**src/dsrx_pkg.sv**
```systemverilog
package dsrx_pkg;
  // Register indices; byte address is four times the index.
  localparam logic [7:0] IDX_POL = 8'h02;
  localparam logic [7:0] IDX_SVC = 8'h0c;
  localparam logic [7:0] IDX_RXC = 8'h14;
  localparam logic [7:0] IDX_LO = 8'h42;
  localparam logic [7:0] IDX_STAT = 8'h7f;
  localparam logic [9:0] ADDR_POL = {IDX_POL, 2'b00};
  localparam logic [9:0] ADDR_SVC = {IDX_SVC, 2'b00};
  localparam logic [9:0] ADDR_RXC = {IDX_RXC, 2'b00};
  localparam logic [9:0] ADDR_LO = {IDX_LO, 2'b00};
  localparam logic [9:0] ADDR_STAT = {IDX_STAT, 2'b00};
  localparam logic [7:0] RST_POL = 8'h00;
  localparam logic [7:0] RST_SVC = 8'h04;
  localparam logic [7:0] RST_RXC = 8'hc8;
  localparam logic [7:0] RST_LO = 8'h00;
  localparam int POL_REV_A = 7;
  localparam int POL_REV_B = 6;
  localparam int RXC_ICI_OFF = 4;
  localparam int RXC_ISI_OFF = 5;
  localparam int SVC_LOCK = 2;
  localparam int LO_EN = 6;
  localparam logic [2:0] FILL_SYMS = 3'h7;
  localparam logic signed [7:0] TSTEP_MAX = 8'sd72;
  localparam int DESCR_TAP_A = 3;
  localparam int DESCR_TAP_B = 6;
  localparam int EQ_SHIFT = 6;
  localparam int LOOP_KP_SH = 4;
  localparam int LOOP_KI_SH = 2;
  localparam logic [5:0] CCK55_WATCH = 6'h04;
  typedef enum logic [1:0] {
    DSRX_DBPSK = 2'h0,
    DSRX_DQPSK = 2'h1,
    DSRX_CCK55 = 2'h2,
    DSRX_CCK11 = 2'h3
  } dsrx_rate_t;
  typedef enum logic [2:0] {
    DSRX_IDLE = 3'b001,
    DSRX_FILL = 3'b010,
    DSRX_RUN = 3'b100
  } dsrx_state_t;
endpackage

```
**src/dsrx_top.sv**
```systemverilog
// Function
// [RULE_01] Bits pair into dibits; the earlier bit is the left one.
// [RULE_02] DQPSK phase change 0,+90,+180,-90 gives 00,01,11,10.
// [RULE_03] Positive shift is counterclockwise; polarity bit 7 or 6 reverses it.
// [RULE_04] DBPSK bits come from plain differential decoding.
// [RULE_05] Descrambler is self-synchronising on a 7-bit register, no seed.
// [RULE_06] Input is exclusive-ored with exactly two register taps.
// [RULE_07] Register holds received bits; output is input xor tap sum.
// [RULE_08] CCK timing, phase tracking and rate come from low-rate section.
// [RULE_09] Phase on last header bit becomes the high-rate reference.
// [RULE_10] Derotation removes carrier offset; stream decimated to 11 MSPS.
// [RULE_11] Top rate: six index bits of 64 plus two phase bits.
// [RULE_12] At 5.5 Mbps four outputs watched; two index plus two phase bits.
// [RULE_13] Equalizer corrects Walsh outputs for inter-chip leakage before picking.
// [RULE_14] Residual of each decided symbol is removed from the next one.
// [RULE_15] Equalizer trained once per packet, then held fixed.
// [RULE_16] Receive config bits 4 and 5 disable the two equalizer parts.
// [RULE_17] Costas error on derotated chips, only at transitions, drives NCO.
// [RULE_18] Timing interpolator steps of 1/8 chip, limited to 72 steps.
// [RULE_19] Transmitter SERVICE bit 2 tells whether its clocks share a crystal.
// [RULE_20] With service bit 2 set, bit timing counts down carrier offset.
// [RULE_21] Locked-oscillator config bit 6 enables the slaved tracking.
// [RULE_22] After acquisition, seven symbols fill the descrambler before data valid.
//
// Local design decisions: the address map and the APB register port.
`timescale 1ns/1ps
`default_nettype none
module dsrx_top
  import dsrx_pkg::*;
#(
  parameter int SW = 8,
  parameter int CW = 12
)(
  input wire logic clk,
  input wire logic srst,
  input wire logic ce,
  input wire logic psel,
  input wire logic penable,
  input wire logic pwrite,
  input wire logic [9:0] paddr,
  input wire logic [31:0] pwdata,
  output logic [31:0] prdata,
  output logic pready,
  output logic pslverr,
  input wire logic [1:0] rate_sel,
  input wire logic acq_done,
  input wire logic header_last,
  input wire logic pkt_end,
  input wire logic svc_tx_locked,
  input wire logic smp_valid,
  input wire logic signed [SW-1:0] smp_i,
  input wire logic signed [SW-1:0] smp_q,
  input wire logic psk_valid,
  input wire logic [1:0] psk_phase,
  input wire logic corr_valid,
  input wire logic corr_first,
  input wire logic corr_last,
  input wire logic signed [CW-1:0] corr_i,
  input wire logic signed [CW-1:0] corr_q,
  input wire logic train_valid,
  input wire logic signed [7:0] train_ici,
  input wire logic signed [7:0] train_isi,
  input wire logic chip_early,
  input wire logic chip_late,
  output logic derot_valid,
  output logic signed [SW-1:0] derot_i,
  output logic signed [SW-1:0] derot_q,
  output logic signed [7:0] timing_steps,
  output logic rx_valid,
  output logic rx_data
);
  dsrx_state_t st_r;
  dsrx_rate_t rate_r;
  logic [7:0] pol_r, svc_r, rxc_r, lo_r;
  logic [2:0] fill_r;
  logic rev, ici_on, isi_on, lock_trk;
  logic [1:0] ref_r;
  logic trained_r;
  logic signed [7:0] ici_r, isi_r;
  logic [7:0] sh_r;
  logic [3:0] cnt_r;
  logic sym_ld;
  logic [7:0] sym_bits;
  logic [3:0] sym_cnt;
  logic dsc_valid, dsc_bit;

  ////////////////////////////////////////////////////////////////////////////
  // Helpers.
  function automatic logic [1:0] dibit_of(input logic [1:0] d);
    unique case (d)
      2'h0: dibit_of = 2'b00;
      2'h1: dibit_of = 2'b01; // [RULE_02]
      2'h2: dibit_of = 2'b11;
      2'h3: dibit_of = 2'b10;
    endcase
  endfunction

  function automatic logic [1:0] phase_diff(input logic [1:0] now, input logic [1:0] prv,
                                            input logic rv);
    logic [1:0] d;
    d = now - prv;
    phase_diff = rv ? 2'(-d) : d; // [RULE_03]
  endfunction

  function automatic logic [CW:0] mag(input logic signed [CW-1:0] a,
                                      input logic signed [CW-1:0] b);
    logic [CW-1:0] x, y;
    x = a[CW-1] ? CW'(-a) : a;
    y = b[CW-1] ? CW'(-b) : b;
    mag = {1'b0, x} + {1'b0, y};
  endfunction

  function automatic logic signed [CW-1:0] scale(input logic signed [CW-1:0] v,
                                                 input logic signed [7:0] c);
    logic signed [CW+7:0] p;
    p = v * c;
    scale = p[CW-1+EQ_SHIFT:EQ_SHIFT];
  endfunction

  ////////////////////////////////////////////////////////////////////////////
  // APB slave; zero wait states, read data captured in the setup cycle.
  assign rev = pol_r[POL_REV_A] | pol_r[POL_REV_B];
  assign ici_on = ~rxc_r[RXC_ICI_OFF]; // [RULE_16]
  assign isi_on = ~rxc_r[RXC_ISI_OFF]; // [RULE_16]
  assign lock_trk = svc_r[SVC_LOCK] & lo_r[LO_EN] & svc_tx_locked; // [RULE_19] [RULE_20] [RULE_21]
  assign pready = 1'b1;

  function automatic logic addr_ok(input logic [9:0] a);
    addr_ok = (a == ADDR_POL) || (a == ADDR_SVC) || (a == ADDR_RXC) ||
              (a == ADDR_LO) || (a == ADDR_STAT);
  endfunction

  assign pslverr = psel & penable & ~addr_ok(paddr);

  always_ff @(posedge clk) begin
    if (srst) begin
      pol_r <= RST_POL;
      svc_r <= RST_SVC;
      rxc_r <= RST_RXC;
      lo_r <= RST_LO;
    end else if (ce && psel && penable && pwrite) begin
      unique case (paddr)
        ADDR_POL: pol_r <= pwdata[7:0];
        ADDR_SVC: svc_r <= pwdata[7:0];
        ADDR_RXC: rxc_r <= pwdata[7:0];
        ADDR_LO: lo_r <= pwdata[7:0];
        default: ;
      endcase
    end
  end

  always_ff @(posedge clk) begin
    if (srst) begin
      prdata <= 32'h0;
    end else if (ce && psel && !penable) begin
      unique case (paddr)
        ADDR_POL: prdata <= {24'h0, pol_r};
        ADDR_SVC: prdata <= {24'h0, svc_r};
        ADDR_RXC: prdata <= {24'h0, rxc_r};
        ADDR_LO: prdata <= {24'h0, lo_r};
        ADDR_STAT: prdata <= {16'h0, timing_steps, 2'h0, lock_trk, trained_r,
                              1'b0, st_r};
        default: prdata <= 32'h0;
      endcase
    end
  end

  ////////////////////////////////////////////////////////////////////////////
  // Packet state: rate and timing handed over by the low-rate section.
  always_ff @(posedge clk) begin
    if (srst) begin
      st_r <= DSRX_IDLE;
      fill_r <= 3'h0;
      rate_r <= DSRX_DBPSK;
    end else if (ce) begin
      if (pkt_end) begin
        st_r <= DSRX_IDLE;
      end else begin
        unique case (st_r)
          DSRX_IDLE: begin
            if (acq_done) begin
              st_r <= DSRX_FILL;
              fill_r <= 3'h0;
            end
          end
          DSRX_FILL: begin
            if (sym_ld) begin
              fill_r <= fill_r + 3'h1;
              // RUN starts with the load of the eighth symbol, so seven stay hidden.
              if (fill_r == FILL_SYMS) begin
                st_r <= DSRX_RUN; // [RULE_22]
              end
            end
          end
          DSRX_RUN: ;
        endcase
      end
      if (header_last) begin
        rate_r <= dsrx_rate_t'(rate_sel); // [RULE_08]
      end
    end
  end

  ////////////////////////////////////////////////////////////////////////////
  // Derotation, 11 MSPS decimation and Costas carrier loop.
  logic [15:0] nco_ph_r;
  logic signed [15:0] nco_fr_r;
  logic dec_r, prev_sgn_r;
  logic signed [SW-1:0] ri, rq;
  logic signed [SW:0] cerr;
  logic trk_on;

  assign trk_on = ~st_r[0];

  always_comb begin
    unique case (nco_ph_r[15:14])
      2'h0: begin ri = smp_i; rq = smp_q; end
      2'h1: begin ri = smp_q; rq = SW'(-smp_i); end
      2'h2: begin ri = SW'(-smp_i); rq = SW'(-smp_q); end
      2'h3: begin ri = SW'(-smp_q); rq = smp_i; end
    endcase
  end

  always_ff @(posedge clk) begin
    if (srst) begin
      dec_r <= 1'b0;
      derot_valid <= 1'b0;
      derot_i <= '0;
      derot_q <= '0;
    end else if (ce) begin
      derot_valid <= 1'b0;
      if (smp_valid) begin
        dec_r <= ~dec_r;
        if (!dec_r) begin
          derot_valid <= 1'b1; // [RULE_10]
          derot_i <= ri; // [RULE_10]
          derot_q <= rq;
        end
      end
    end
  end

  always_comb begin
    cerr = (derot_i[SW-1] ? -(SW+1)'(derot_q) : (SW+1)'(derot_q)) -
           (derot_q[SW-1] ? -(SW+1)'(derot_i) : (SW+1)'(derot_i));
  end

  always_ff @(posedge clk) begin
    if (srst) begin
      nco_ph_r <= 16'h0;
      nco_fr_r <= 16'sh0;
      prev_sgn_r <= 1'b0;
    end else if (ce) begin
      if (!trk_on) begin
        nco_fr_r <= 16'sh0;
      end else if (derot_valid) begin
        prev_sgn_r <= derot_i[SW-1];
        nco_ph_r <= nco_ph_r + 16'(nco_fr_r);
        if (prev_sgn_r != derot_i[SW-1]) begin
          nco_fr_r <= nco_fr_r + (16'(cerr) <<< LOOP_KI_SH); // [RULE_17]
          nco_ph_r <= nco_ph_r + 16'(nco_fr_r) + (16'(cerr) <<< LOOP_KP_SH); // [RULE_17]
        end
      end
    end
  end

  ////////////////////////////////////////////////////////////////////////////
  // Symbol timing: early/late steps, or slaved to the carrier offset.
  logic [15:0] lo_acc_r;
  logic [16:0] lo_sum;
  logic step_up, step_dn;

  assign lo_sum = {1'b0, lo_acc_r} +
                  {1'b0, (nco_fr_r[15] ? 16'(-nco_fr_r) : 16'(nco_fr_r))};
  always_comb begin
    if (lock_trk) begin
      step_up = derot_valid & lo_sum[16] & ~nco_fr_r[15]; // [RULE_20]
      step_dn = derot_valid & lo_sum[16] & nco_fr_r[15];
    end else begin
      step_up = chip_late & ~chip_early;
      step_dn = chip_early & ~chip_late;
    end
  end

  always_ff @(posedge clk) begin
    if (srst) begin
      lo_acc_r <= 16'h0;
      timing_steps <= 8'sh0;
    end else if (ce) begin
      if (!trk_on) begin
        lo_acc_r <= 16'h0;
        timing_steps <= 8'sh0;
      end else begin
        if (derot_valid) begin
          lo_acc_r <= lo_sum[15:0];
        end
        if (step_up && timing_steps < TSTEP_MAX) begin
          timing_steps <= timing_steps + 8'sd1; // [RULE_18]
        end else if (step_dn && timing_steps > -TSTEP_MAX) begin
          timing_steps <= timing_steps - 8'sd1; // [RULE_18]
        end
      end
    end
  end

  ////////////////////////////////////////////////////////////////////////////
  // Equalizer training and CCK picker with decision feedback.
  logic [5:0] idx_r, best_idx_r;
  logic [CW:0] best_mag_r;
  logic signed [CW-1:0] best_i_r, best_q_r, pv_i_r, pv_q_r;
  logic signed [CW-1:0] res_i_r, res_q_r, ci, cq;
  logic is_cck, watch, better;
  logic [5:0] cur_idx, win_idx;
  logic signed [CW-1:0] win_i, win_q;
  logic [1:0] win_quad;

  assign is_cck = rate_r[1];
  assign cur_idx = corr_first ? 6'h0 : idx_r;
  assign watch = (rate_r == DSRX_CCK11) || (cur_idx < CCK55_WATCH); // [RULE_11] [RULE_12]

  always_comb begin
    ci = corr_i;
    cq = corr_q;
    if (ici_on && !corr_first) begin
      ci = ci - scale(pv_i_r, ici_r); // [RULE_13]
      cq = cq - scale(pv_q_r, ici_r);
    end
    if (isi_on && corr_first) begin
      ci = ci - res_i_r; // [RULE_14]
      cq = cq - res_q_r;
    end
    better = watch && (corr_first || mag(ci, cq) > best_mag_r);
    win_idx = better ? cur_idx : best_idx_r;
    win_i = better ? ci : best_i_r;
    win_q = better ? cq : best_q_r;
    win_quad = {win_q[CW-1], win_i[CW-1] ^ win_q[CW-1]}; // [RULE_11] [RULE_12]
  end

  always_ff @(posedge clk) begin
    if (srst) begin
      trained_r <= 1'b0;
      ici_r <= 8'sh0;
      isi_r <= 8'sh0;
    end else if (ce) begin
      if (pkt_end) begin
        trained_r <= 1'b0;
      end else if (train_valid && !trained_r) begin
        trained_r <= 1'b1; // [RULE_15]
        ici_r <= train_ici;
        isi_r <= train_isi;
      end
    end
  end

  always_ff @(posedge clk) begin
    if (srst) begin
      idx_r <= 6'h0;
      best_idx_r <= 6'h0;
      best_mag_r <= '0;
      best_i_r <= '0;
      best_q_r <= '0;
      pv_i_r <= '0;
      pv_q_r <= '0;
      res_i_r <= '0;
      res_q_r <= '0;
    end else if (ce) begin
      if (!trk_on) begin
        res_i_r <= '0;
        res_q_r <= '0;
      end else if (corr_valid && is_cck) begin
        idx_r <= cur_idx + 6'h1;
        pv_i_r <= corr_i;
        pv_q_r <= corr_q;
        best_idx_r <= win_idx;
        best_i_r <= win_i;
        best_q_r <= win_q;
        best_mag_r <= mag(win_i, win_q);
        if (corr_last) begin
          res_i_r <= scale(win_i, isi_r); // [RULE_14]
          res_q_r <= scale(win_q, isi_r);
        end
      end
    end
  end

  ////////////////////////////////////////////////////////////////////////////
  // Differential decoding into a left-aligned symbol word.
  logic [1:0] dph, dcck;

  always_comb begin
    dph = phase_diff(psk_phase, ref_r, rev);
    dcck = phase_diff(win_quad, ref_r, rev);
    sym_ld = 1'b0;
    sym_bits = 8'h0;
    sym_cnt = 4'h0;
    if (trk_on && !is_cck && psk_valid) begin
      sym_ld = 1'b1;
      if (rate_r == DSRX_DBPSK) begin
        sym_bits = {dph[1], 7'h0}; // [RULE_04]
        sym_cnt = 4'h1;
      end else begin
        sym_bits = {dibit_of(dph), 6'h0}; // [RULE_01] [RULE_02]
        sym_cnt = 4'h2;
      end
    end else if (trk_on && is_cck && corr_valid && corr_last) begin
      sym_ld = 1'b1;
      if (rate_r == DSRX_CCK11) begin
        sym_bits = {dibit_of(dcck), win_idx}; // [RULE_11]
        sym_cnt = 4'h8;
      end else begin
        sym_bits = {dibit_of(dcck), win_idx[1:0], 4'h0}; // [RULE_12]
        sym_cnt = 4'h4;
      end
    end
  end

  always_ff @(posedge clk) begin
    if (srst) begin
      ref_r <= 2'h0;
    end else if (ce) begin
      if (header_last && psk_valid) begin
        ref_r <= psk_phase; // [RULE_09]
      end else if (sym_ld) begin
        ref_r <= is_cck ? win_quad : psk_phase;
      end
    end
  end

  ////////////////////////////////////////////////////////////////////////////
  // Serializer, first bit in time leaves first, then the descrambler.
  always_ff @(posedge clk) begin
    if (srst) begin
      sh_r <= 8'h0;
      cnt_r <= 4'h0;
    end else if (ce) begin
      if (sym_ld) begin
        sh_r <= sym_bits;
        cnt_r <= sym_cnt;
      end else if (cnt_r != 4'h0) begin
        sh_r <= {sh_r[6:0], 1'b0}; // [RULE_01]
        cnt_r <= cnt_r - 4'h1;
      end
    end
  end

  dsrx_descram u_descram (
    .clk(clk),
    .srst(srst),
    .ce(ce),
    .clr(acq_done),
    .in_valid(cnt_r != 4'h0),
    .in_bit(sh_r[7]),
    .out_valid(dsc_valid),
    .out_bit(dsc_bit)
  );

  always_ff @(posedge clk) begin
    if (srst) begin
      rx_valid <= 1'b0;
      rx_data <= 1'b0;
    end else if (ce) begin
      rx_valid <= dsc_valid & st_r[2]; // [RULE_22]
      rx_data <= dsc_bit;
    end
  end
endmodule
`default_nettype wire

```
**src/dsrx_descram.sv**
```systemverilog
`timescale 1ns/1ps
`default_nettype none
module dsrx_descram
  import dsrx_pkg::*;
(
  input wire logic clk,
  input wire logic srst,
  input wire logic ce,
  input wire logic clr,
  input wire logic in_valid,
  input wire logic in_bit,
  output logic out_valid,
  output logic out_bit
);
  logic [6:0] sr_r;

  ////////////////////////////////////////////////////////////////////////////
  // Self-synchronising multiplier: the register holds received bits, no seed.
  always_ff @(posedge clk) begin
    if (srst || (ce && clr)) begin
      sr_r <= 7'h00;
    end else if (ce && in_valid) begin
      sr_r <= {sr_r[5:0], in_bit}; // [RULE_05] [RULE_07]
    end
  end

  always_ff @(posedge clk) begin
    if (srst) begin
      out_bit <= 1'b0;
      out_valid <= 1'b0;
    end else if (ce) begin
      out_valid <= in_valid;
      if (in_valid) begin
        out_bit <= in_bit ^ sr_r[DESCR_TAP_A] ^ sr_r[DESCR_TAP_B]; // [RULE_06] [RULE_07]
      end
    end
  end
endmodule
`default_nettype wire

```
**config.mk**
```make
export PLATFORM = sky130hd
export DESIGN_NAME = dsrx_top
export DESIGN_NICKNAME = d
export VERILOG_FILES = /design/src/dsrx_pkg.sv /design/src/dsrx_top.sv /design/src/dsrx_descram.sv
export SDC_FILE = /design/constraint.sdc
export NUM_CORES = 2
export LEC_CHECK = 0
export BUFFER_PORTS_ARGS = -buffer_cell sky130_fd_sc_hd__buf_2
export CORE_MARGIN = 10
export CORE_UTILIZATION = 40
export DETAILED_ROUTE_END_ITERATION = 10
export GPL_TIMING_DRIVEN = 0
export HOLD_SLACK_MARGIN = 0.12
export PLACE_DENSITY = 0.57
export SETUP_SLACK_MARGIN = 0.4
export SKIP_LAST_GASP = 1
export SLEW_MARGIN = 20
export SYNTH_ARGS = -nofsm -noshare
export SYNTH_HDL_FRONTEND = slang
export SYNTH_SLANG_ARGS = --single-unit
export TNS_END_PERCENT = 1
```
**constraint.sdc**
```tcl
create_clock -name clk -period 20.9 [get_ports clk]
set_clock_uncertainty 0.1 [all_clocks]
set_input_delay 3.135 -clock clk [delete_from_list [all_inputs] [get_ports clk]]
set_output_delay 3.135 -clock clk [all_outputs]
set_load 0.03 [all_outputs]
```
# [After elaboration in Yosys (flattened, before gate mapping)]
# Cells that the tools add are included.
[totals] reg_bits=286 latch_bits=0 mem_bits_rw=0 romBits=0 input_bits=120 word_cells=254 n_memories=0
[op_classes] addsub=29 mul=4 div=0 order_cmp=4 n_eq_ne=24 shifts=0 mux=68 bitwise=23 n_reduce_logical=65
[ops] op="12-bit two-way mux" count=16
[ops] op="16-bit two-way mux" count=7
[ops] op="16-bit one-hot mux with 5 select lines" count=1
[ops] op="12-bit by 8-bit multiplier with 18-bit output" count=4
[ops] op="8-bit two-way mux" count=8
[ops] op="8-bit one-hot mux with 4 select lines" count=2
[ops] op="12-bit negator" count=4
[ops] op="12-bit subtractor" count=4
[ops] op="16-bit adder" count=2
[ops] op="12-bit by 12-bit adder with 13-bit output" count=2
[ops] op="2-bit AND reduction" count=12
[ops] op="10-bit by 9-bit equality test with 1-bit output (second input constant)" count=2
[ops] op="4-bit two-way mux" count=5
[ops] op="1-bit logical AND" count=19
[ops] op="3-bit two-way mux" count=6
[ops] op="6-bit two-way mux" count=3
[ops] op="9-bit two-way mux" count=2
[ops] op="8-bit negator with 9-bit output" count=2
[ops] op="3-bit AND reduction" count=6
[ops] op="16-bit by 16-bit adder with 17-bit output" count=1
[ops] op="16-bit by 11-bit adder with 16-bit output" count=1
[ops] op="16-bit negator" count=1
[ops] op="8-bit negator" count=2
[ops] op="2-bit one-hot mux with 4 select lines" count=2
[ops] op="other kinds (37)" count=103

# [Longest topological paths before layout]
[logic_depth] ltp_word=21 mapped_depth=79 depth_no_buf=73

# [By module]
# Synthesis repeated with hierarchy kept, for this count alone.
[hier_totals] cells_unflattened=3935 hier_area_um2=31696.6
[modules_own_cells] mod="dsrx_top" n_inst=1 cells_per_inst=3901 area_each_um2=31355.1 seq_area_each_um2=5124.9
[modules_own_cells] mod="dsrx_descram" n_inst=1 cells_per_inst=34 area_each_um2=341.6 seq_area_each_um2=180.2

# [Least setup slack after synthesis]
# No wires, ideal clock.
[synth_path] path_kind="reg2reg" startpoint="reg ici_r[7]" endpoint="reg res_i_r[11]" t_arrival_ns=15.890 t_required_ns=20.738 slack_ns=4.849 path_stages_with_launch=76 path_buffers=6 cell_sequence="dfxtp_1 buf_4 inv_2 clkbuf_1 fa_1 fa_1 inv_1 fa_1 inv_1 fa_1 inv_1 ha_1 nand2_1 o311ai_1 nor2_1 a21oi_1 and2_1 nor2_1 [40 not listed] fa_1 fa_1 inv_1 fa_1 inv_1 fa_1 inv_1 ha_1 and2_1 a311oi_1 a211o_1 a21oi_1 a21o_1 a21o_1 a21oi_1 xnor2_1 or4_1 nand3_1"
[synth_via] elab_chain_cells=16 elab_cells_between_ends=23 cone_classes="add/sub: 7; mul: 3; order compare: 1; mux: 10; reduce/logical: 2"
[synth_rtl] item="from (decl)" line="dsrx_top.sv:79" rtl="logic signed [7:0] ici_r, isi_r;"
[synth_rtl] item="from (signal assigned)" line="dsrx_top.sv:349" rtl="ici_r <= train_ici;"
[synth_rtl] item="12-bit by 8-bit multiplier with 18-bit output" line="dsrx_top.sv:116" rtl="p = v * c;"
[synth_rtl] item="12-bit subtractor (on tied branches)" line="dsrx_top.sv:325, dsrx_top.sv:326"
[synth_rtl] item="12-bit two-way mux" line="dsrx_top.sv:324" rtl="if (ici_on && !corr_first) begin"
[synth_rtl] item="12-bit subtractor (on tied branches)" line="dsrx_top.sv:329, dsrx_top.sv:330"
[synth_rtl] item="12-bit two-way mux" line="dsrx_top.sv:328" rtl="if (isi_on && corr_first) begin"
[synth_rtl] item="12-bit negator (on tied branches)" line="dsrx_top.sv:108, dsrx_top.sv:109"
[synth_rtl] item="12-bit two-way mux (on tied branches)" line="dsrx_top.sv:108, dsrx_top.sv:109"
[synth_rtl] item="12-bit by 12-bit adder with 13-bit output" line="dsrx_top.sv:110" rtl="mag = {1'b0, x} + {1'b0, y};"
[synth_rtl] item="13-bit > comparator" line="dsrx_top.sv:332" rtl="better = watch && (corr_first || mag(ci, cq) > best_mag_r);"
[synth_rtl] item="1-bit logical OR" line="dsrx_top.sv:332"
[synth_rtl] item="1-bit logical AND" line="dsrx_top.sv:332"
[synth_rtl] item="12-bit two-way mux *" line="dsrx_top.sv:334" rtl="win_i = better ? ci : best_i_r;"
[synth_rtl] item="12-bit by 8-bit multiplier with 18-bit output *" line="dsrx_top.sv:116"
[synth_rtl] item="12-bit two-way mux *" line="dsrx_top.sv:378" rtl="if (corr_last) begin"
[synth_rtl] item="12-bit two-way mux *" line="dsrx_top.sv:370" rtl="end else if (corr_valid && is_cck) begin"
[synth_rtl] item="12-bit two-way mux *" line="dsrx_top.sv:367" rtl="if (!trk_on) begin"
[synth_rtl] item="to (signal assigned)" line="dsrx_top.sv:379" rtl="res_i_r <= scale(win_i, isi_r);"
[synth_rtl] item="to (decl)" line="dsrx_top.sv:311" rtl="logic signed [CW-1:0] res_i_r, res_q_r, ci, cq;"
# Every way passes the cells marked *; elsewhere a longest branch is shown, timed or not. The select of a mux whose other input is x is not followed.
# A chain may end at the register's enable or synchronous reset.

# [Worst setup path in the final report]
[layout_path] startpoint="reg ici_r[2]" endpoint="reg res_i_r[11]"
# The elaborated chain is that of the path after synthesis.

==> reports/results.ini <==
[synth]
synth_edf_count = 0
synth_xor_area_share_pct = 6.71
syn_inst = 3921
ys.flop_type = dfxtp_1
synth-seq-cells = 265
synth_warnings = 0
synth_top_family_by_area = adder cells
synth_cell_types = 89
synth_mux_area_share_pct = 2.41
avgSynthCellArea_um2 = 8.03
synth_compound_area_share_pct = 14.6
yosysSeqAreaShare_pct = 16.9
syn_area_um2 = 31500
synth_fa_ha_area_share_pct = 30.4
async_flop_share_pct = 0
synthSimpleGateAreaFrac_pct = 20.6

[power_and_ir_drop]
clkPwrFrac_pct = 22.8
p_sw_w = 0.00140
ir_drop_v = 0.0000932
power_leakage_nw = 15.7
p_comb_share_pct = 59.3
p_per_area_nw_per_um2 = 84.7
power.share.switching_pct = 47.5
power_frac_seq_pct = 18.0
p_int_w = 0.00155

[placed_design]
gp_congestion = 0.917
dpl_cell_area_um2 = 33600
post-dp-hpwl_mm = 76.9
io_buffer_count = 139

[floorplan]
start_util_pct = 40.5
fp.dieH_um = 301
die_area_um2 = 90300
die_w_um = 301
io_pins = 181
coreArea_um2 = 77700
fp-row-count = 102

[timing]
relSlewSlack_pct = 30.5
setup_viol = 0
post-route-period-util_pct = 91.1
hold_viol = 0
rsz0062_at_grt = no
setup_tns_ns = 0
fin_crit_ns = 19.03
maxSlewViolCount = 0
max_freq_mhz = 52.5
tightest_slew_ns = 1.04

[critical_path]
cp_max_fo = 10
max_stage_delay_ns = 0.59
cp_common_cell = fa_1
r2r_start = ici_r[2]
start_kind = flop
criticalPathCategory = flop to flop
crit_slowest_cell = clkbuf_1
arrival_ns = 19.44
crit_start = ici_r[2]
required_ns = 21.31
end_kind = flop

[cts]
clk_path_buf_depth = 3
cts_resized = 0
cts_tree = done
cts_hold_buf = 0
clock_sinks = 265
cts_root_buf = clkbuf_16
cts_buffers = 36
htree_levels = 2
clkLatencyLatePin_ns = 0.58
post-cts-setup-buffers = 0
clk_pin_slew_worst_paths_ns = 0.06

[layout]
drive_gt1_share_pct = 7.34
design_area_um2 = 34900
areaGrowthSynthToFinish_pct = 10.8
nets = 4826
fillerInstances = 7962
utilization_pct = 44.9

[drt]
drc = 0
wl_per_cell_um = 18.2
final_antenna_net_count = 0
dr_total_vias = 26900
via_per_inst = 5.19
drt_iter0_drc = 1709
firstDrtPassIters = 7
wl_mm = 94.5

[min_path]
hold_path_class = flop to flop
min_from = u_descram.out_bit

[global_route]
grt_first_pass_wirelength_mm = 149
grt_pass1_vias = 26200
grt_start_max_net_pins = 13
grt_overflow = 0
track_usage_pct = 20.7
grt_antenna_before_repair = 6

[flow_run]
maxCapViolCount = 0

[outcome]
status = finished, final reports clean

[power groups by stage]
stage / Sequential, W / Clock (W) / Combinational, W
6_report: 0.000531 / 0.000672 / 0.00175
3_3_place_gp: 0.000542 / 0 / 0.00172
4_1_cts: 0.000531 / 0.000685 / 0.00174
3_5_place_dp: 0.000542 / 0 / 0.00172
5_1_grt: 0.000532 / 0.000706 / 0.00195
2_1_floorplan: 0.000543 / 0 / 0.00123
[cell usage in the layout (no fill, tap or decap), types with 63 or more instances in the layout]
| master | n |
|---|---|
| a21oi_1 | 247 |
| and2_1 | 194 |
| buf_2 | 160 |
| clkbuf_1 | 131 |
| dfxtp_1 | 265 |
| fa_1 | 291 |
| ha_1 | 298 |
| inv_1 | 492 |
| mux2i_1 | 63 |
| nand2_1 | 455 |
| nor2_1 | 318 |
| nor2b_1 | 93 |
| nor3_1 | 67 |
| o21ai_0 | 123 |
| xnor2_1 | 170 |
| xor2_1 | 66 |
[flip-flops by register name, summed over array words and instances, names as in the netlist, 7 cells and up]
name,cells
pv_i_r,12
derot_q,8
u_descram.sr_r,7
best_q_r,12
res_q_r,12
pol_r,8
derot_i,8
nco_ph_r,14
sh_r,8
prdata,16
res_i_r,12
lo_acc_r,15
best_mag_r,13
timing_steps,8
nco_fr_r,14
pv_q_r,12
rxc_r,8
best_i_r,12
ici_r,8
lo_r,8
isi_r,8
svc_r,8
[worst max-delay path: cells and delay by family, from the launching register on]
| family | cells | cell delay (ns) |
|---|---|---|
| adders and majority gates | 14 | 6.05 |
| xor gates and xnor gates | 5 | 1.05 |
| muxes | 2 | 0.52 |
| and+or+nand+nor | 15 | 2.37 |
| buffers and inverters | 11 | 2.02 |
| DFF | 1 | 0.43 |
| AOI/OAI and AO/OA | 25 | 6.35 |
[cells in the mapped netlist (13+ instances only)]
master | number | area, um2
a31oi_1 | 21 | 131
nand2_1 | 455 | 1710
a22oi_1 | 47 | 353
ha_1 | 298 | 3730
and3_1 | 23 | 144
nor2b_1 | 93 | 582
a21o_1 | 52 | 390
fa_1 | 291 | 5830
o31ai_1 | 25 | 188
or3_1 | 21 | 131
a21boi_0 | 13 | 97.6
nor3_1 | 69 | 345
a21oi_1 | 248 | 1240
o21a_1 | 34 | 255
dfxtp_1 | 265 | 5310
xnor2_1 | 170 | 1490
nand2b_1 | 57 | 357
buf_4 | 20 | 150
nand3_1 | 47 | 235
o21ai_1 | 14 | 70.1
and2_1 | 194 | 1210
o21ai_0 | 124 | 621
mux2i_1 | 63 | 631
nor3b_1 | 14 | 105
buf_2 | 21 | 105
clkbuf_1 | 134 | 503
inv_1 | 492 | 1850
a211oi_1 | 35 | 263
or2_2 | 17 | 106
xor2_1 | 66 | 578
nor2_1 | 318 | 1190
[final timing paths]
check                      endpoint  slack (ns)  cells after the start
setup / recovery        res_i_r[11]        1.87                     72
hold / removal    u_descram.out_bit        0.35                      2
setup reg to reg        res_i_r[11]        1.87                     72
hold reg to reg   u_descram.out_bit        0.35                      2
[cell type report]
class | instances | area (um2) | area share, %
clock inverters | 22 | 318 | 0.912
clock buffers | 41 | 950 | 2.72
well taps | 1040 | 1300 | 3.73
repair buffers | 141 | 714 | 2.05
flip-flops and latches | 265 | 5310 | 15.2
inverters | 497 | 1870 | 5.35
multi-input cells | 2991 | 23600 | 67.7
plain buffers | 185 | 802 | 2.30
diodes | 3 | 7.51 | 0.0215
[kinds of logic (layout without fill, tap and decap cells)]
group | after synthesis | in the layout
flops | 265 | 265
other cells | 2 | 22
buf+inv | 682 | 886
mux | 72 | 72
fa+ha+maj | 589 | 589
xor+xnor | 238 | 238
compound gates | 718 | 718
simple gates | 1355 | 1355
[stage by stage]
step	hold WS [ns]	instances	setup WS [ns]	power (W)
6_report	0.352	5185	1.87	0.00295
4_1_cts	0.351	5182	1.18	0.00295
3_5_place_dp	0.343	5119	1.23	0.00227
3_3_place_gp	0.336	5117	1.21	0.00226
5_1_grt	0.376	5183	0.452	0.00319
2_1_floorplan	0.332	3938	4.85	0.00178
[per-layer routing]
metal / global-route usage (%) / vias up / part of all wire (%)
met5: 0 / - / 0.035
met1: 27.5 / 12900 / 45
met2: 34.3 / 605 / 47
li1: - / 13200 / -
met4: 7.04 / 6 / 3.4
met3: 2.90 / 130 / 5.1
(Power assumes the default switching activity.)
